`config.mk`:
```
export PLATFORM = sky130hd
export DESIGN_NAME = tsm_monitor
export DESIGN_NICKNAME = d
export VERILOG_FILES = /design/src/core/tsm_pkg.sv /design/src/core/tsm_monitor.sv /design/src/core/tsm_conv_timer.sv
export VERILOG_INCLUDE_DIRS = /design/src /design/src/core
export SDC_FILE = /design/constraint.sdc
export NUM_CORES = 1
export LEC_CHECK = 0
export BUFFER_PORTS_ARGS = -buffer_cell sky130_fd_sc_hd__buf_4
export CORE_MARGIN = 5
export CORE_UTILIZATION = 40
export DETAILED_ROUTE_END_ITERATION = 16
export MAX_ROUTING_LAYER = met4
export SETUP_SLACK_MARGIN = 0.5
export SLEW_MARGIN = 20
export SYNTH_ARGS = -nofsm -noshare
export SYNTH_HDL_FRONTEND = slang
export SYNTH_SLANG_ARGS = --single-unit
```
`constraint.sdc`:
```
create_clock -name sys_clk_in -period 4.65 [get_ports sys_clk_in]
set_input_delay 1.395 -clock sys_clk_in [delete_from_list [all_inputs] [get_ports sys_clk_in]]
set_output_delay 1.395 -clock sys_clk_in [all_outputs]
set_load 0.03 [all_outputs]
```
`src/core/tsm_params.svh`:
```
// Constants of the temperature limit monitor
`ifndef TSM_PARAMS_SVH
`define TSM_PARAMS_SVH
// ****************************************
// Timing
// ****************************************
`define TSM_CLK_KHZ 50000
`define TSM_CONV_PERIOD_MS 100
`define TSM_TIMEOUT_MS 25
`define TSM_POWERUP_MS 100
`define TSM_CONV_CYC (`TSM_CONV_PERIOD_MS * `TSM_CLK_KHZ)
`define TSM_TMO_CYC (`TSM_TIMEOUT_MS * `TSM_CLK_KHZ)
`define TSM_PU_CYC (`TSM_POWERUP_MS * `TSM_CLK_KHZ)
// ****************************************
// Register map and fields
// ****************************************
`define TSM_AW 4
`define TSM_DW 16
`define TSM_TW 13
`define TSM_REG_CFG 4'h0
`define TSM_REG_HIGH 4'h1
`define TSM_REG_LOW 4'h2
`define TSM_REG_CRIT 4'h3
`define TSM_REG_RESULT 4'h4
`define TSM_REG_STATE 4'h5
`define TSM_REG_IRQ_STAT 4'h6
`define TSM_REG_IRQ_CLR 4'h7
`define TSM_REG_IRQ_EN 4'h8
`define TSM_RESET_VAL 16'h0000
`define TSM_CFG_MODE 0
`define TSM_CFG_POL 1
`define TSM_CFG_EN 2
`define TSM_CFG_CLR 3
`define TSM_CFG_CRIT_ONLY 4
`define TSM_CFG_SHDN 8
`define TSM_IRQ_CONV 0
`define TSM_IRQ_ALARM 1
`define TSM_IRQ_TMO 2
`define TSM_IRQ_W 3
`define TSM_PREAMBLE 4'h3
`define TSM_BYTE_BITS 4'h8
`endif

```
`src/core/tsm_pkg.sv`:
```
// Types of the temperature limit monitor
package tsm_pkg;
  typedef enum logic [2:0] {
    st_idle = 3'b000,
    st_addr = 3'b001,
    st_ack = 3'b010,
    st_tx = 3'b011,
    st_mack = 3'b100,
    st_rx = 3'b101
  } tsm_i2c_state_t;
endpackage

```
`src/core/tsm_monitor.sv`:
```
// Temperature readout, limit monitor, alarm pin and serial slave
`timescale 1ns/1ps
`default_nettype none
`include "tsm_params.svh"
module tsm_monitor #(
  parameter int unsigned CONV_CYC = `TSM_CONV_CYC,
  parameter int unsigned PU_CYC = `TSM_PU_CYC,
  parameter int unsigned TMO_CYC = `TSM_TMO_CYC
) (
  // Clock, reset, enable
  input wire logic sys_clk_in,
  input wire logic rstn_in,
  input wire logic clk_en_in,
  // Sensor core sample
  input wire logic [`TSM_TW-1:0] thermal_sensor_core_in,
  // Register port
  input wire logic [`TSM_AW-1:0] reg_addr_in,
  input wire logic [`TSM_DW-1:0] reg_wdata_in,
  input wire logic reg_wr_in,
  input wire logic reg_rd_in,
  output logic [`TSM_DW-1:0] reg_rdata_out,
  // Serial pins
  input wire logic scl_in,
  input wire logic sda_in,
  output logic sda_out,
  output logic sda_oe_out,
  input wire logic addr_select_bit0_in,
  input wire logic addr_select_bit1_in,
  input wire logic addr_select_bit2_in,
  // Alarm pin and interrupt
  output logic alarm_out,
  output logic alarm_oe_out,
  output logic irq_out
);
  localparam int TW = $clog2(TMO_CYC + 1);

  // Signed greater-than on temperature codes
  function automatic logic temp_gt(input logic [`TSM_TW-1:0] a, input logic [`TSM_TW-1:0] b);
    temp_gt = $signed(a) > $signed(b);
  endfunction

  // ****************************************
  // Registers and conversion
  // ****************************************
  logic [`TSM_DW-1:0] cfg, high_lim, low_lim, crit_lim, temperature_result_reg;
  logic [`TSM_IRQ_W-1:0] irq_stat, irq_en;
  logic result_valid, alarm_latch, cond_q;
  logic conv_tick, pu_done;

  tsm_conv_timer #(.CONV_CYC(CONV_CYC), .PU_CYC(PU_CYC)) u_timer (
    .sys_clk_in(sys_clk_in),
    .rstn_in(rstn_in),
    .clk_en_in(clk_en_in),
    .run_in(!cfg[`TSM_CFG_SHDN]),
    .tick_out(conv_tick),
    .pu_done_out(pu_done)
  );

  // Decode and comparison
  wire wr_cfg = reg_wr_in && (reg_addr_in == `TSM_REG_CFG);
  wire wr_high = reg_wr_in && (reg_addr_in == `TSM_REG_HIGH);
  wire wr_low = reg_wr_in && (reg_addr_in == `TSM_REG_LOW);
  wire wr_crit = reg_wr_in && (reg_addr_in == `TSM_REG_CRIT);
  wire wr_clr = reg_wr_in && (reg_addr_in == `TSM_REG_IRQ_CLR);
  wire wr_en = reg_wr_in && (reg_addr_in == `TSM_REG_IRQ_EN);
  wire store = conv_tick && pu_done;
  wire [`TSM_TW-1:0] res = temperature_result_reg[`TSM_TW-1:0];
  wire above_high = temp_gt(res, high_lim[`TSM_TW-1:0]);
  wire below_low = temp_gt(low_lim[`TSM_TW-1:0], res);
  wire above_crit = temp_gt(res, crit_lim[`TSM_TW-1:0]);
  wire alarm_cond = result_valid && (above_crit ||
                    (!cfg[`TSM_CFG_CRIT_ONLY] && (above_high || below_low)));
  wire alarm_rise = alarm_cond && !cond_q;
  wire alarm_clr = wr_cfg && reg_wdata_in[`TSM_CFG_CLR];
  wire asserted = cfg[`TSM_CFG_MODE] ? alarm_latch : alarm_cond;
  wire next_alarm_oe = cfg[`TSM_CFG_EN] && (asserted ^ cfg[`TSM_CFG_POL]);

  // Writable registers, all zero after reset
  always_ff @(posedge sys_clk_in) begin
    if (!rstn_in) begin
      cfg <= `TSM_RESET_VAL;
      high_lim <= `TSM_RESET_VAL;
      low_lim <= `TSM_RESET_VAL;
      crit_lim <= `TSM_RESET_VAL;
      irq_en <= '0;
    end else if (clk_en_in) begin
      if (wr_cfg) cfg <= reg_wdata_in & ~(`TSM_DW'(1) << `TSM_CFG_CLR);
      if (wr_high) high_lim <= reg_wdata_in;
      if (wr_low) low_lim <= reg_wdata_in;
      if (wr_crit) crit_lim <= reg_wdata_in;
      if (wr_en) irq_en <= reg_wdata_in[`TSM_IRQ_W-1:0];
    end
  end

  // Result store, held while shut down
  always_ff @(posedge sys_clk_in) begin
    if (!rstn_in) begin
      temperature_result_reg <= `TSM_RESET_VAL;
      result_valid <= 1'b0;
    end else if (clk_en_in && store) begin
      temperature_result_reg <= `TSM_DW'(thermal_sensor_core_in);
      result_valid <= 1'b1;
    end
  end

  // Alarm latch, edge memory and pin
  always_ff @(posedge sys_clk_in) begin
    if (!rstn_in) begin
      cond_q <= 1'b0;
      alarm_latch <= 1'b0;
      alarm_oe_out <= 1'b0;
      alarm_out <= 1'b0;
    end else if (clk_en_in) begin
      cond_q <= alarm_cond;
      alarm_latch <= alarm_rise || (alarm_latch && !alarm_clr);
      alarm_oe_out <= next_alarm_oe;
      alarm_out <= 1'b0;
    end
  end

  // ****************************************
  // Serial slave
  // ****************************************
  logic [2:0] scl_sh, sda_sh;
  logic [1:0] as0_sh, as1_sh, as2_sh;
  tsm_pkg::tsm_i2c_state_t st;
  logic [3:0] bit_cnt;
  logic [7:0] rx_sh, tx_sh;
  logic rw, byte_lo, busy, nack;
  logic [TW-1:0] tmo_cnt;

  // Pin synchronisers, third stage for edges
  always_ff @(posedge sys_clk_in) begin
    if (!rstn_in) begin
      scl_sh <= 3'h7;
      sda_sh <= 3'h7;
      as0_sh <= 2'h0;
      as1_sh <= 2'h0;
      as2_sh <= 2'h0;
    end else if (clk_en_in) begin
      scl_sh <= {scl_sh[1:0], scl_in};
      sda_sh <= {sda_sh[1:0], sda_in};
      as0_sh <= {as0_sh[0], addr_select_bit0_in};
      as1_sh <= {as1_sh[0], addr_select_bit1_in};
      as2_sh <= {as2_sh[0], addr_select_bit2_in};
    end
  end

  wire scl_s = scl_sh[1];
  wire sda_s = sda_sh[1];
  wire scl_rise = scl_s && !scl_sh[2];
  wire scl_fall = !scl_s && scl_sh[2];
  wire start_c = scl_s && scl_sh[2] && !sda_s && sda_sh[2];
  wire stop_c = scl_s && scl_sh[2] && sda_s && !sda_sh[2];
  wire [6:0] my_addr = {`TSM_PREAMBLE, as2_sh[1], as1_sh[1], as0_sh[1]};
  wire addr_hit = (rx_sh[7:1] == my_addr);
  wire byte_end = (bit_cnt == `TSM_BYTE_BITS);
  wire tmo_hit = busy && !scl_s && (tmo_cnt == TW'(TMO_CYC - 1));
  wire [7:0] tx_byte = byte_lo ? temperature_result_reg[7:0] : temperature_result_reg[15:8];

  // Timeout counter between START and STOP
  always_ff @(posedge sys_clk_in) begin
    if (!rstn_in) begin
      tmo_cnt <= '0;
    end else if (clk_en_in) begin
      tmo_cnt <= (!busy || scl_fall || tmo_hit) ? '0 : tmo_cnt + 1'b1;
    end
  end

  // Slave sequencer
  always_ff @(posedge sys_clk_in) begin
    if (!rstn_in) begin
      st <= tsm_pkg::st_idle;
      busy <= 1'b0;
      bit_cnt <= 4'h0;
      rx_sh <= 8'h00;
      tx_sh <= 8'h00;
      rw <= 1'b0;
      byte_lo <= 1'b0;
      nack <= 1'b0;
      sda_oe_out <= 1'b0;
      sda_out <= 1'b0;
    end else if (clk_en_in) begin
      sda_out <= 1'b0;
      if (tmo_hit || stop_c) begin
        st <= tsm_pkg::st_idle;
        busy <= 1'b0;
        sda_oe_out <= 1'b0;
      end else if (start_c) begin
        st <= tsm_pkg::st_addr;
        busy <= 1'b1;
        bit_cnt <= 4'h0;
        byte_lo <= 1'b0;
        sda_oe_out <= 1'b0;
      end else if (scl_rise) begin
        if (st == tsm_pkg::st_addr || st == tsm_pkg::st_rx) begin
          rx_sh <= {rx_sh[6:0], sda_s};
          bit_cnt <= bit_cnt + 4'h1;
        end
        if (st == tsm_pkg::st_tx) bit_cnt <= bit_cnt + 4'h1;
        if (st == tsm_pkg::st_mack) nack <= sda_s;
      end else if (scl_fall) begin
        unique case (st)
          tsm_pkg::st_idle: begin
          end
          tsm_pkg::st_addr: begin
            if (byte_end) begin
              st <= addr_hit ? tsm_pkg::st_ack : tsm_pkg::st_idle;
              rw <= rx_sh[0];
              sda_oe_out <= addr_hit;
            end
          end
          tsm_pkg::st_ack: begin
            bit_cnt <= 4'h0;
            if (rw) begin
              st <= tsm_pkg::st_tx;
              tx_sh <= tx_byte;
              sda_oe_out <= !tx_byte[7];
              byte_lo <= !byte_lo;
            end else begin
              st <= tsm_pkg::st_rx;
              sda_oe_out <= 1'b0;
            end
          end
          tsm_pkg::st_tx: begin
            if (byte_end) begin
              st <= tsm_pkg::st_mack;
              sda_oe_out <= 1'b0;
            end else begin
              sda_oe_out <= !tx_sh[6];
              tx_sh <= {tx_sh[6:0], 1'b0};
            end
          end
          tsm_pkg::st_mack: begin
            bit_cnt <= 4'h0;
            if (nack) begin
              st <= tsm_pkg::st_idle;
            end else begin
              st <= tsm_pkg::st_tx;
              tx_sh <= tx_byte;
              sda_oe_out <= !tx_byte[7];
              byte_lo <= !byte_lo;
            end
          end
          tsm_pkg::st_rx: begin
            if (byte_end) begin
              st <= tsm_pkg::st_ack;
              sda_oe_out <= 1'b1;
            end
          end
          default: st <= tsm_pkg::st_idle;
        endcase
      end
    end
  end

  // ****************************************
  // Interrupts and read port
  // ****************************************
  wire [`TSM_IRQ_W-1:0] irq_set = {tmo_hit, alarm_rise, store};
  wire [`TSM_DW-1:0] state_word = `TSM_DW'({above_crit, below_low, above_high, busy,
                                            alarm_latch, alarm_cond, result_valid});
  wire [`TSM_DW-1:0] rd_mux =
    (reg_addr_in == `TSM_REG_CFG) ? cfg :
    (reg_addr_in == `TSM_REG_HIGH) ? high_lim :
    (reg_addr_in == `TSM_REG_LOW) ? low_lim :
    (reg_addr_in == `TSM_REG_CRIT) ? crit_lim :
    (reg_addr_in == `TSM_REG_RESULT) ? temperature_result_reg :
    (reg_addr_in == `TSM_REG_STATE) ? state_word :
    (reg_addr_in == `TSM_REG_IRQ_STAT) ? `TSM_DW'(irq_stat) :
    (reg_addr_in == `TSM_REG_IRQ_EN) ? `TSM_DW'(irq_en) : `TSM_RESET_VAL;

  // Sticky status, set wins over clear
  always_ff @(posedge sys_clk_in) begin
    if (!rstn_in) begin
      irq_stat <= '0;
      irq_out <= 1'b0;
      reg_rdata_out <= `TSM_RESET_VAL;
    end else if (clk_en_in) begin
      irq_stat <= irq_set | (irq_stat & ~(wr_clr ? reg_wdata_in[`TSM_IRQ_W-1:0] : '0));
      irq_out <= |(irq_stat & irq_en);
      reg_rdata_out <= reg_rd_in ? rd_mux : `TSM_RESET_VAL;
    end
  end
endmodule // tsm_monitor
`default_nettype wire

```
`src/core/tsm_conv_timer.sv`:
```
// Conversion period and power-up delay timer
`timescale 1ns/1ps
`default_nettype none
`include "tsm_params.svh"
module tsm_conv_timer #(
  parameter int unsigned CONV_CYC = `TSM_CONV_CYC,
  parameter int unsigned PU_CYC = `TSM_PU_CYC
) (
  // Clock, reset, enable
  input wire logic sys_clk_in,
  input wire logic rstn_in,
  input wire logic clk_en_in,
  // Control
  input wire logic run_in,
  // Status
  output logic tick_out,
  output logic pu_done_out
);
  localparam int CW = $clog2(CONV_CYC + 1);
  localparam int PW = $clog2(PU_CYC + 1);
  logic [CW-1:0] conv_cnt;
  logic [PW-1:0] pu_cnt;
  wire conv_end = (conv_cnt == CW'(CONV_CYC - 1));
  wire pu_end = (pu_cnt == PW'(PU_CYC - 1));

  // Period counter, one tick per conversion
  always_ff @(posedge sys_clk_in) begin
    if (!rstn_in) begin
      conv_cnt <= '0;
      tick_out <= 1'b0;
    end else if (clk_en_in) begin
      tick_out <= run_in && conv_end;
      conv_cnt <= (!run_in || conv_end) ? '0 : conv_cnt + 1'b1;
    end
  end

  // Power-up delay before results count as valid
  always_ff @(posedge sys_clk_in) begin
    if (!rstn_in) begin
      pu_cnt <= '0;
      pu_done_out <= 1'b0;
    end else if (clk_en_in && !pu_done_out) begin
      pu_cnt <= pu_cnt + 1'b1;
      pu_done_out <= pu_end;
    end
  end
endmodule // tsm_conv_timer
`default_nettype wire

```
Yosys cells after proc, flatten, opt, wreduce, memory -nomap -nowiden

Index checks and enable logic that the tools add are counted.

Output and inout port bits: 21
Bits in read-only memories: 0
Word-level logic and storage cells: 203
Register bits: 211
Input bits: 43
RAM bits: 0
Bits in latches: 0
Memories: 0

Multiply operators: 0
Reductions and logical operators: 72
Equal/unequal tests: 31
Mux-type cells: 53
Shift operators: 0
$add $sub $neg: 4
Bitwise gates (word level): 8
$lt $le $gt $ge: 3
Divide/modulo/power cells: 0

Operators by type and width:

| kind                                                | count |
|---|---|
| 2-to-1 mux 16 bit                                   | 5 |
| adder 23 x 1 -> 23 bit, second input constant       | 2 |
| equality test 23 bit, second input constant         | 2 |
| > comparator 13 bit                                 | 3 |
| 2-to-1 mux 3 bit                                    | 11 |
| 2-to-1 mux 7 bit                                    | 4 |
| AND reduction 7 bit                                 | 4 |
| logical AND 1 bit                                   | 25 |
| 2-to-1 mux 4 bit                                    | 6 |
| 2-to-1 mux 23 bit                                   | 1 |
| adder 21 x 1 -> 21 bit, second input constant       | 1 |
| equality test 21 bit, second input constant         | 1 |
| 2-to-1 mux 21 bit                                   | 1 |
| one-hot mux 7 bit (3 select lines)                  | 1 |
| one-hot mux 3 bit (6 select lines)                  | 1 |
| 2-to-1 mux 1 bit                                    | 17 |
| equality test 4 x 3 -> 1 bit, second input constant | 4 |
| inequality test 4 bit, second input constant        | 4 |
| AND reduction 5 bit                                 | 3 |
| nonzero test 3 bit                                  | 5 |
| logical NOT 1 bit                                   | 13 |
| 2-to-1 mux 13 bit                                   | 1 |
| AND reduction 2 bit                                 | 6 |
| inequality test 3 bit, second input constant        | 3 |
| 29 further kinds                                    | 47 |

Longest topological paths before layout

Gate-level depths: netlist of the first run.

Depth after elaboration: 12
Mapped depth: 10
Mapped depth without buffers: 10

By module

Synthesis of the first run repeated with hierarchy kept, for this count alone.

Cells, all modules: 1310
Area, all modules: 10789.1 sq um

By module, submodules not included:

| module         | seq. area each (sq um) | instances | cells each | area each (sq um) |
|---|---|---|---|---|
| tsm_monitor    | 3263.1                 | 1         | 1036       | 8491.9 |
| tsm_conv_timer | 960.9                  | 1         | 274        | 2297.2 |

Worst setup path before layout of the first run

No wires, ideal clock.

Kind: input port to flip-flop
Start point: input port reg_addr_in[3]
End point: register cfg[10]
Path buffers: 2
Library setup time: 76 ps
Data arrival time: 3112 ps
Required time: 4574 ps
Stages on the path: 6
Slack: 1463 ps
Path through: nor4_1 -> nor2b_1 -> clkbuf_1 -> clkbuf_1 -> nand2_1 -> a21boi_0

Word-level cells in the longest chain between the ends: 3

RTL lines:

| element                       | line              | text |
|---|---|---|
| start, declared               | tsm_monitor.sv:17 | `` input wire logic [`TSM_AW-1:0] reg_addr_in, `` |
| logical NOT 4 bit (no line)   | n/a               |  |
| logical AND 1 bit             | tsm_monitor.sv:60 | `` wire wr_cfg = reg_wr_in && (reg_addr_in == `TSM_REG_CFG); `` |
| AND reduction 2 bit (no line) | n/a               |  |
| end signal, assigned          | tsm_monitor.sv:81 | `` cfg <= `TSM_RESET_VAL; `` |
| end signal, assigned          | tsm_monitor.sv:87 | `` if (wr_cfg) cfg <= reg_wdata_in & ~(`TSM_DW'(1) << `TSM_CFG_CLR); `` |
| end, declared                 | tsm_monitor.sv:45 | `` logic [`TSM_DW-1:0] cfg, high_lim, low_lim, crit_lim, temperature_result_reg; `` |

No other way between the ends.
A chain may end at the register's enable or synchronous reset.

Final worst setup path of the first run

Start point: input port reg_addr_in[0]
End point: register reg_rdata_out[4]

Word-level cells in the longest chain between the ends: 8
Elaborated cells between the ends (all ways): 13
Those cells by class: 5 x eq/ne; 7 x mux; 1 x reduce/logical

RTL lines:

| element                                      | line               | text |
|---|---|---|
| equality test 4 x 3 -> 1 bit (no line)       | n/a                |  |
| 2-to-1 mux 7 bit (no line)                   | n/a                |  |
| 2-to-1 mux 13 bit (no line)                  | n/a                |  |
| 2-to-1 mux 16 bit (no line) (3 in a row)     | n/a                |  |
| 2-to-1 mux 16 bit (no line) (*) (2 in a row) | n/a                |  |
| end signal, assigned                         | tsm_monitor.sv:278 | `` reg_rdata_out <= `TSM_RESET_VAL; `` |
| end signal, assigned                         | tsm_monitor.sv:282 | `` reg_rdata_out <= reg_rd_in ? rd_mux : `TSM_RESET_VAL; `` |
| end, declared                                | tsm_monitor.sv:21  | `` output logic [`TSM_DW-1:0] reg_rdata_out, `` |

Every way passes the cells marked *; elsewhere a longest branch is shown, timed or not.

==> results of run 1 <==
## area by class of cell
class                      count  area (um^2)  area share (%)
clock buffer                  37        740.7           6.169
clock inverter                 3        42.54          0.3543
inverter                      55        206.4           1.719
multi-input combinational    950         5798           48.29
sequential                   211         4224           35.18
tap                          335        419.2           3.491
timing repair buffer          75        575.6           4.794
## critical path: cells and delay by family
family / cells / cell delay, ps
AOI/OAI and AO/OA: 4 / 960
buffers and inverters: 1 / 180
and+or+nand+nor: 3 / 950
## per-stage QoR
stage	power, mW	area (um^2)	cells	setup slack (ps)	hold slack [ps]
3_5_place_dp	2.080	11220	1626	1141	450.0
4_1_cts	3.960	12010	1666	1692	458.1
3_3_place_gp	2.079	11220	1626	1119	444.1
5_1_grt	4.059	12010	1666	1440	474.7
2_1_floorplan	1.990	10430	1278	1463	432.5
6_report	3.911	12010	1666	1595	453.7
## layer usage
| layer | share of wire [%] | routed length [um] |
|---|---|---|
| met3 | 4.7 | 1300 |
| met2 | 44 | 12300 |
| met5 | 0 | 0 |
| met1 | 48 | 13400 |
| met4 | 2.8 | 767 |
## worst min path at each step
stage                      start            to  slack, ps  cells past startpoint
global placement    crit_lim[15]  crit_lim[15]        440                      2
finish               low_lim[13]   low_lim[13]        450                      2
global route         low_lim[13]   low_lim[13]        470                      2
floorplan                 cond_q   alarm_latch        430                      1
CTS                 high_lim[14]  high_lim[14]        460                      2
detailed placement  high_lim[14]  high_lim[14]        450                      2
## cells in the final DEF, fill, tap and decap left out, types with 39 or more instances in the layout
cell,synthesis,layout
ha_1,47,47
nand2_1,232,232
nand3_1,45,45
buf_4,2,74
inv_1,53,53
a21boi_0,51,51
a21oi_1,88,88
dfxtp_1,211,211
xor2_1,39,39
nor2_1,112,112
## cells by family after synthesis
kind of cell / count (synthesis) / synth area share, %
simple gates: 546 / 24.54
compound gates: 256 / 16.24
flops: 211 / 40.50
buf+inv: 117 / 4.283
xor+xnor: 62 / 5.206
fa+ha+maj: 47 / 5.638
mux: 37 / 3.551
other cells: 1 / 0.03595
## power breakdown
part / internal [mW] / switching [mW]
clock network: 1.14 / 0.731
registers: 1.82 / 0.0124
logic: 0.0748 / 0.130
==> results.txt, run 1 <==
In this run the critical register-to-register path is launched from temperature_result_reg[12]. The met3 track utilization from global routing came out at 2.505%. The initial standard-cell utilization of the core is 40.37%. In the post-synthesis netlist, the biggest area contributors are dfxtp_1 (40%), nand2_1 (8.3%), ha_1 (5.6%), a21oi_1 (4.2%), nor2_1 (4.0%). Counting flops with a built-in enable in the synthesized netlist gives 0. The remaining max-slew budget at the tightest pin is 39.83%. The number of clock buffers added by TritonCTS is 24. The die is 171.5 um tall. The remaining antenna violation count came out at 0. The worst min-delay path class is reg2reg. The post-layout utilization of the core is 46.47%.

The detailed-route DRC error count is 0. The floorplan step defined a die boundary enclosing 29400 um^2. The met2 track demand over resource in global routing is 29.65%. The commonest cells after synthesis are nand2_1 (232), dfxtp_1 (211), nor2_1 (112), a21oi_1 (88), clkbuf_1 (54). The count of final hold-check violations is 0. The startpoint type of the worst setup path is an input pin.

After clock tree synthesis, the flow added hold-fix buffers numbering 0. The area growth from synthesis to layout is 15.12%. The leading register cell type out of synthesis is dfxtp_1. Clock-pin slew was measured on the worst setup and hold paths at 60 ps. The insertion delay to the later sink of the worst-skew pair came out at 520 ps. The total detailed-routing wirelength came out at 27770 um. The most congested layer reported by global routing is met2. The max-slew violation count is 0.

The highest ir drop seen on vdd came out at 0.0002872 V. In this run the core area contains 59 standard-cell rows. The cell area after synthesis came out at 10430 um^2. The reg-to-reg critical path endpoint is alarm_oe_out.

The count of yosys warnings during synthesis came out at 0. The setup slack of the worst register-to-register path came out at 1750 ps. The post-synthesis cell type count is 61. The largest driver fanout on the critical path came out at 13.

The largest registers in the layout are u_timer.conv_cnt (23), u_timer.pu_cnt (23), tmo_cnt (21). The width of the chip is 171.5 um. The number of antenna violations at the first check in global routing is 0. The initial DRC count came out at 666. The area of the core region came out at 25840 um^2.

The reported max-cap violation count is 0. The total power density per cell area is 325.7 nW/um^2. The last element of the critical path is reg_rdata_out[4]. The post-CTS resize count is 0. Setup repair after global routing left no endpoint under its margin.

The total clock sinks is 211. The slowest library cell on the worst path is nor3_2. For this design the static power due to leakage is 4.338 nW. nand2_1 is the most common cell in the netlist. Setup total negative slack on the finished layout was measured at 0 ps. The final number of setup-violating endpoints is 0. The proportion of synthesized flip-flops having asynchronous set or reset is 0%. Routability-driven placement finished with a final weighted congestion of 0.8857.

The shortest period the worst path allows came out at 3055 ps. The first-pass GRT wire length is 44970 um. Walking the worst path, the cells encountered are buf_4, nand2_1, nor3_2, a221o_1, a31oi_1, o31ai_1, nand3_1, a21oi_1. The routed layout has 8929 vias. The highest clock rate came out at 327.3 MHz.

In the synthesized netlist, the number of instances is 1277. The final-stage net count is 1407. The number of I/O pins came out at 64. TritonCTS built the clock tree. The post-CTS setup-driven buffer insertion count is 0. In this run the worst setup path begins at reg_addr_in[0]. The type of element capturing the critical path is a flop.

The largest stage delay on the critical path came out at 690 ps. The proportion of layout cells with a drive suffix above 1 came out at 9.842%. The maximum number of pins on one net before global-route repair is 61. The via-per-instance ratio is 5.360. The H-tree depth reported by CTS is 1. The depth of the worst register-to-register path came out at 10. The synthesized area per cell is 8.168 um^2. At the pin with the least slew margin, the transition time is 897.7 ps. The antenna diode count came out at 0.

The estimated wirelength of the detail-placed design is 19190 um. By startpoint and endpoint, the worst setup path is classified as in2reg. The average detailed-routed wire length per instance came out at 16.67 um. The post-synthesis sequential area ratio is 40.50%.

The number of buffer cells added on primary ports came out at 61. After filler insertion, the fill cell instance count of the layout stands at 2631. The data required time of the critical path came out at 5080 ps. Of the post-synthesis cell area, the dominant cell type holds 40.50%. The total routing usage reported by global routing is 19.23%. The synthesized design contains 211 register bits. For the worst setup path, the data arrival time is 3490 ps. Of all cell types, the one taking the most synthesized area is dfxtp_1. The master cell of the clock root buffer is clkbuf_16. The global routing usage on met1 is 26.70%. The pre-antenna-repair detailed-routing pass consisted of 6 iterations. The setup skew after layout is 25.24 ps. The number of buffers on the longest clock path is 3. The total grt overflow is 0. The run finished with clean final reports.

The number of global-route vias before repair came to 8558. The final clock period utilization by the worst path is 65.70%.
(Power assumes the default switching activity.)
==> inputs of run 2 (changes only) <==
- ABC_AREA: not set -> 1
- clock period: 4.65 -> 2.6 ns (I/O delays scaled with it)
==> results.txt, run 2 <==
In the post-synthesis netlist, the biggest area contributors are dfxtp_1 (41%), nand2_1 (8.7%), a21oi_1 (8.6%), o21ai_0 (6.9%), inv_1 (6.6%). The total routing usage reported by global routing came to 20.33% (+1.1 points). The area added between synthesis and finish came out at 28.35%. The reported max-cap violation count was 0 (unchanged). The number of global-route vias before repair came out at 9502 (+11%). The final number of setup-violating endpoints came out at 0 (unchanged). The number of I/O pins was 64 (unchanged). The proportion of synthesized flip-flops having asynchronous set or reset came to 0% (unchanged).

The H-tree depth reported by CTS is 1 (unchanged). The setup skew after layout was 22.37 ps (-2.868 ps). The max-slew violation count is 0 (unchanged). The critical path in this run is classified as reg2reg. The number of buffers on the longest clock path came out at 3 (unchanged). The cell type with the largest total area after synthesis is dfxtp_1.

The average detailed-routed wire length per instance was 15.65 um (-6.1%). The routability congestion estimate from global placement is 0.9126 (+3.0%). The depth of the worst register-to-register path came to 17 (+7). The shortest period the worst path allows came out at 2190 ps. The cell count after synthesis came out at 1442 (+13%). In this run the clock root is driven by a clkbuf_16. The highest ir drop seen on vdd is 0.0005794 V (+100%). The number of cells on the worst hold path came to 2 (unchanged). The area of the die is 29360 um^2 (-0.16%). The total grt overflow came to 0 (unchanged). The post-synthesis sequential area ratio came out at 40.57% (+0.068 points).

The width of the chip was 171.3 um (about the same). The initial standard-cell utilization of the core was 40.30% (-0.068 points). The number of buffer cells added on primary ports came out at 61 (unchanged). The leading register cell type out of synthesis is dfxtp_1.

Among all stages on the critical path, the largest delay is contributed by dfxtp_1. The transition time of the tightest slew-check pin came out at 627.4 ps (-270.3 ps). The relative contribution of the clock network to total power came to 45.6% (-2.2 points). The cell row count is 59 (unchanged). The remaining antenna violation count came to 0 (unchanged). The largest driver fanout on the critical path was 3 (-10). The total clock sinks came out at 211 (unchanged). The clock transition at the registers of the reported paths came out at 60 ps (about the same). The largest stage delay on the critical path came out at 320 ps (-370 ps). The share of total power consumed by net switching came out at 24.63% (+2.3 points). The global routing stage identified its most utilized layer as met2. The area of the core region came out at 25840 um^2 (unchanged). The library cell used most frequently in the layout, excluding fill and tap cells, is nand2_1. The number of antenna violations at the first check in global routing came out at 0 (unchanged). The proportion of layout cells with a drive suffix above 1 is 24.73% (+15 points). The count of hold buffers inserted by post-cts repair came out at 0 (unchanged). The critical path goes through inv_2, ha_4, nand2_2, inv_2, nand3_2, nor2_4, nand2_2, nand2_1, nand2_1, nand3_2, buf_4, buf_4, o22ai_2, a21oi_1, nand3_1, o211ai_1, a21oi_1. The antenna diode count was 0 (unchanged). The first-pass iteration count of the detailed router was 5 (-1). The total power density per cell area came to 532.0 nW/um^2 (+63%). The estimated wirelength of the detail-placed design is 20890 um (+8.9%). The count of final hold-check violations is 0 (unchanged). The met3 track utilization from global routing came to 2.827% (+0.32 points). The instance count after placement with tap cells included came out at 1822 (+12%).

The total power consumption of the routed design came out at 7.110 mW (+82%). Setup repair after global routing could not meet its margin everywhere. The initial DRC count was 654 (-1.8%). TritonCTS built the clock tree. The final-stage net count came to 1650 (+17%). The cell area after synthesis came to 10410 um^2 (-0.17%). In the final layout, the registers with the most flip-flops are u_timer.conv_cnt (23), u_timer.pu_cnt (23), tmo_cnt (21). The number of flip-flops and latches in the synthesized netlist came to 211 (unchanged). The count of yosys warnings during synthesis was 0 (unchanged). The post-synthesis cell type count came out at 49 (-20%). The total detailed-routing wirelength came to 29920 um (+7.7%).

The insertion delay to the later sink of the worst-skew pair came out at 530 ps (about the same). The internal power summed over all cells came out at 5.359 mW (+76%). The post-layout utilization of the core is 51.72% (+5.3 points). The final clock period utilization by the worst path is 84.22%. The final sum of negative setup slack came out at 0 ps (unchanged).

The global routing usage on met1 is 27.36% (+0.67 points). The via-per-instance ratio is 5.203 (-2.9%). The first-pass GRT wire length is 47970 um (+6.7%).

The top cell types in the final layout, fill and taps aside, are nand2_1 (219), dfxtp_1 (177), a21oi_1 (170). The via total after detailed routing is 9948 (+11%). The met2 track demand over resource in global routing is 32.68% (+3.0 points). The combinational cell fraction of total power came out at 8.0% (+2.8 points). The maximum number of pins on one net before global-route repair was 106 (+74%). The detailed-route DRC error count is 0 (unchanged).

The remaining max-slew budget at the tightest pin came out at 57.85% (+18 points). The post-layout instance count excluding filler cells was 1912 (+15%). The leakage power total came out at 5.187 nW (+20%). The flow ran to the end, and the final reports show no timing, DRC or antenna violations. The portion of total power attributed to sequential cells came out at 46.4% (-0.5 points). The data required time of the critical path is 3010 ps (-2070 ps).

The number of buffers created by CTS is 24 (unchanged). STA classifies the critical path startpoint as a flop. The net switching power of the design is 1.751 mW (+100%). The type of element capturing the critical path is a flop.

The share of the synthesized area in the top cell type came out at 40.57% (+0.068 points). The number of enable flip-flop cells after synthesis came out at 0 (unchanged). The synthesized area per cell is 7.221 um^2 (-12%). The vertical die dimension came out at 171.3 um (about the same). The commonest cells after synthesis are nand2_1 (241), dfxtp_1 (211), inv_1 (183), a21oi_1 (178), o21ai_0 (143). The arrival time at the worst endpoint is 2600 ps (-890 ps).

Among all cell types in the netlist, the one instantiated most often is nand2_1. The highest clock rate is 456.7 MHz. The tightest min-delay check is of the reg2reg type.
run 2: cell count changes in the layout (fill, tap and decap cells not counted), moves of 35 or more:
cell,before,now
o21ai_0,29,131
a21oi_1,88,170
inv_1,53,146
xor2_1,39,4
mux2i_1,37,0
a21boi_0,51,0
buf_4,74,137
run 2: area by class of cell:
type                    count  area (um^2)
clock inverters             8        55.05
clock buffers              35        701.9
fillers                  2515        12470
multi-input cells         988         5978
flip-flops and latches    211         4297
repair buffers            145         1171
inverters                 190        742.0
well taps                 335        419.2
run 2: power by group through the flow:
stage | logic, mW | clock network [mW] | registers, mW
2_1_floorplan | 0.280 | 0 | 3.37
3_3_place_gp | 0.469 | 0 | 3.37
3_5_place_dp | 0.472 | 0 | 3.37
4_1_cts | 0.517 | 3.31 | 3.29
5_1_grt | 0.630 | 3.45 | 3.30
6_report | 0.569 | 3.24 | 3.30
run 2: kinds of logic (layout without fill, tap and decap cells):
family,after synthesis,count (layout),synth area share (%)
adders and majority gates,47,47,5.648
and+or+nand+nor,538,539,23.29
AOI/OAI and AO/OA,387,387,20.30
other,1,2,0.03601
DFF,211,211,40.57
buffers and inverters,245,378,9.072
xor gates and xnor gates,13,13,1.093
run 2: timing repair:
item | 4_1_cts | 5_1_grt
setup endpoints to repair | 23 | 82
resized for setup | 105 | 119
pin swaps | 39 | 53
gates cloned | 0 | 1
hold endpoints to repair | 0 | 0
buffers inserted | 22 | 24
run 2: final timing paths:
path	end	slack [ps]	start
setup / recovery	reg_rdata_out[4]	410	high_lim[12]
hold / removal	cfg[15]	450	cfg[15]
setup reg to reg	reg_rdata_out[4]	410	high_lim[12]
hold reg to reg	cfg[15]	450	cfg[15]
run 2: layer usage:
| layer | wire (um) | share of wire, % |
|---|---|---|
| met4 | 695 | 2.3 |
| met2 | 13800 | 46 |
| met1 | 13700 | 46 |
| met3 | 1721 | 5.8 |
| met5 | 0 | 0 |
run 2: per-stage QoR:
stage	cell area, um^2	worst slack [ps]	hold WS [ps]
after floorplan	10480	320.7	424.5
after global placement	11480	105.5	435.6
after detailed placement	11480	33.34	440.0
after CTS	12750	475.9	448.9
after global routing	13360	345.4	462.1
final	13360	410.4	447.0
run 2: critical path, delay by kind of cell (launching register included):
family                   cells  cell delay [ps]
flip-flops                   1              320
adder cells (fa/ha/maj)      1              280
buffers and inverters        4              340
AND/OR/NAND/NOR              8              700
AO/OA/AOI/OAI                4              460
==> inputs of run 3 (changes only) <==
- clock period: 2.6 -> 2 ns (I/O delays scaled with it)
==> results.txt, run 3 (same netlist as run 2, synthesis figures left out) <==
The run finished, with violations left. The checks that failed: negative setup slack. The arrival time at the worst endpoint is 2540 ps (-60 ps). The final clock period utilization by the worst path came out at 107.8% (+24 points). The length of routed met3 wiring is 1690 um (-1.8%).

The placement-stage worst setup slack came out at -288.1 ps (-321.5 ps). The width of the chip is 171.3 um (unchanged). The number of antenna violations at the first check in global routing is 1 (+1). The via total after detailed routing came to 11.15k (+12%). The area growth from synthesis to layout is 58.32%. The largest driver fanout on the critical path came to 2 (-1). The remaining max-slew budget at the tightest pin was 47.10% (-11 points). The final number of setup-violating endpoints is 16 (+16).

In this run the most critical hold path is launched from addr_select_bit2_in. Setup repair after global routing could not meet its margin everywhere. The net switching power of the design is 2.414 mW (+38%).

The total power density per cell area is 593.9 nW/um^2 (+12%). The average detailed-routed wire length per instance was 16.39 um (+4.7%). The post-layout instance count excluding filler cells came out at 2124 (+11%). The setup skew after layout is 17.10 ps (-5.274 ps). The share of total power consumed by net switching is 24.66% (+0.032 points). By instance count, the cell type seen most on the critical path is nand2_1.

The reported max-cap violation count is 0 (unchanged). The signal on the critical path passes through inv_2, ha_4, nand2_2, nor2_2, nand2_1, nand3_1, nand2_1, nand2_1, nand2_1, nand3_2, buf_4, o22ai_1, a21oi_1, nand3_1, o211ai_1, a21oi_1. The startpoint type of the worst setup path is a flop.

The final-stage net count came out at 1862 (+13%). The worst hold path belongs to the class in2reg. The total routing usage reported by global routing came out at 22.32% (+2.0 points). The number of buffer and inverter stages on the critical path is 2 (-2).

The number of buffer cells added on primary ports was 61 (unchanged). For this design, the slowest cell found on the critical path is dfxtp_2. The largest registers in the layout are u_timer.conv_cnt (23), u_timer.pu_cnt (23), tmo_cnt (21). The number of cells on the worst hold path came out at 3 (+1). The setup slack of the worst register-to-register path is -160 ps (-570 ps). The depth of the worst register-to-register path is 16 (-1).

The highest clock rate was 463.6 MHz (+1.5%). In this run the critical register-to-register path is captured at reg_rdata_out[4]. The count of hold buffers inserted by post-cts repair was 0 (unchanged). The data required time of the critical path came out at 2380 ps (-630 ps).

The detailed-route DRC error count is 0 (unchanged). The portion of total power attributed to sequential cells is 43.8% (-2.6 points). The internal power summed over all cells came out at 7.376 mW (+38%). The combinational cell fraction of total power was 9.8% (+1.8 points). The number of global-route vias before repair came to 10.41k (+9.5%).

The most critical setup path has its startpoint at high_lim[2]. The relative contribution of the clock network to total power is 46.4% (+0.8 points). The number of I/O pins is 64 (unchanged).

The TritonCTS clock tree is built. The met1 wire length was 16020 um (+17%). The insertion delay to the later sink of the worst-skew pair is 530 ps (about the same).

The count of final hold-check violations came out at 0 (unchanged). The proportion of layout cells with a drive suffix above 1 came to 44.30% (+20 points). The area of the die was 29360 um^2 (unchanged). The highest metal layer carrying signal wires in the routed design is met4. The total clock sinks is 211 (unchanged).

The highest ir drop seen on vdd was 0.0007456 V (+29%). The root buffer cell chosen for the clock tree is clkbuf_16. The area of the core region is 25840 um^2 (unchanged). The H-tree depth reported by CTS came out at 1 (unchanged). The worst hold path terminates at as2_sh[0].

The critical path in this run is classified as reg2reg. The cell row count came out at 59 (unchanged). The transition time of the tightest slew-check pin is 793.5 ps (+166.1 ps). The remaining antenna violation count is 0 (unchanged).

The library cells used most frequently in the layout, excluding fill and tap cells, are buf_4 (243), nand2_1 (187), a21oi_1 (151). The instance count after placement with tap cells included came to 1964 (+7.8%). The worst register-to-register path begins at high_lim[2]. The first-pass iteration count of the detailed router came out at 5 (unchanged). The library cell used most frequently in the layout, excluding fill and tap cells, is buf_4. The number of buffers created by CTS came out at 25 (+4.2%). The via-per-instance ratio came out at 5.247 (+0.85%).

The estimated wirelength of the detail-placed design is 22570 um (+8.0%). The family of cells with the greatest summed delay on the critical path is simple AND/OR/NAND/NOR gates. The initial standard-cell utilization of the core came out at 40.30% (unchanged). The vertical die dimension came out at 171.3 um (unchanged). The first-pass GRT wire length is 52630 um (+9.7%). The type of element capturing the critical path is a flop. The shortest period the worst path allows is 2157 ps (-32.63 ps). The number of buffers on the longest clock path came out at 3 (unchanged).

The routability congestion estimate from global placement is 0.9275 (+1.6%). The initial DRC count came out at 783 (+20%). The largest stage delay on the critical path is 330 ps (about the same). The clock transition at the registers of the reported paths is 60 ps (about the same). The total detailed-routing wirelength is 34810 um (+16%). The leakage power total came out at 6.694 nW (+29%). The total grt overflow is 0 (unchanged). The maximum number of pins on one net before global-route repair is 64 (-40%). The met2 wirelength from detailed routing was 16230 um (+18%). The max-slew violation count is 0 (unchanged). The final setup slack of the worst path is -157.0 ps (-567.4 ps).
==> run 3: layout make-up <==
cell class | count | area [um^2]
diodes | 1 | 2.502
clock buffers | 37 | 752.0
clock inverters | 6 | 65.06
fillers | 2126 | 9353
inverters | 190 | 792.0
multi-input cells | 988 | 6892
flip-flops and latches | 211 | 4343
well taps | 335 | 419.2
repair buffers | 356 | 3219
==> run 3: per-layer routing <==
metal / GRT usage (%) / vias to the layer above
li1: - / 5523
met1: 30.73 / 5280
met2: 35.09 / 276
met3: 2.850 / 66
met4: 5.443 / 0
met5: - / -
==> run 3: what timing repair did <==
item | in CTS | in global routing
pin swaps | 113 | 117
buffers inserted | 71 | 43
gates resized for setup | 271 | 233
endpoints found under the setup margin | 116 | 135
cloned | 1 | 1
==> run 3: power groups by stage <==
stage	Sequential, mW	Combinational, mW	Clock, mW
final	4.29	0.955	4.55
after global routing	4.29	1.03	4.79
after CTS	4.29	0.841	4.63
after detailed placement	4.38	0.750	0
after global placement	4.38	0.745	0
after floorplan	4.39	0.421	0
==> run 3: worst register-to-register path, cell delays in order, from the launching register on <==
cell      delay, ps
dfxtp_2         330
inv_2            50
ha_4            270
nand2_2          50
nor2_2          130
nand2_1          70
nand3_1          80
nand2_1          70
nand2_1          70
nand2_1          70
nand3_2          90
buf_4           110
o22ai_1          50
a21oi_1         180
nand3_1         100
o211ai_1        180
a21oi_1         110
==> run 3: worst max path at each step <==
stage,endpoint,slack [ps],cells past startpoint
floorplan,tmo_cnt[18],-100,12
global placement,tmo_cnt[18],-240,12
detailed placement,u_timer.pu_cnt[19],-290,12
CTS,irq_stat[1],-110,17
global route,irq_stat[1],-290,18
finish,reg_rdata_out[4],-160,16
==> run 3: stage by stage <==
stage	hold WS (ps)	power (mW)	TNS (ps)	utilization (%)	cell area [um^2]
finish	291.8	9.790	-977.7	63.80	16480
global route	297.2	10.11	-4481	63.80	16480
CTS	279.6	9.758	-525.9	58.89	15220
detailed placement	442.8	5.135	-6425	49.88	12890
global placement	439.4	5.129	-4769	49.88	12890
floorplan	429.0	4.808	-317.4	-	10930
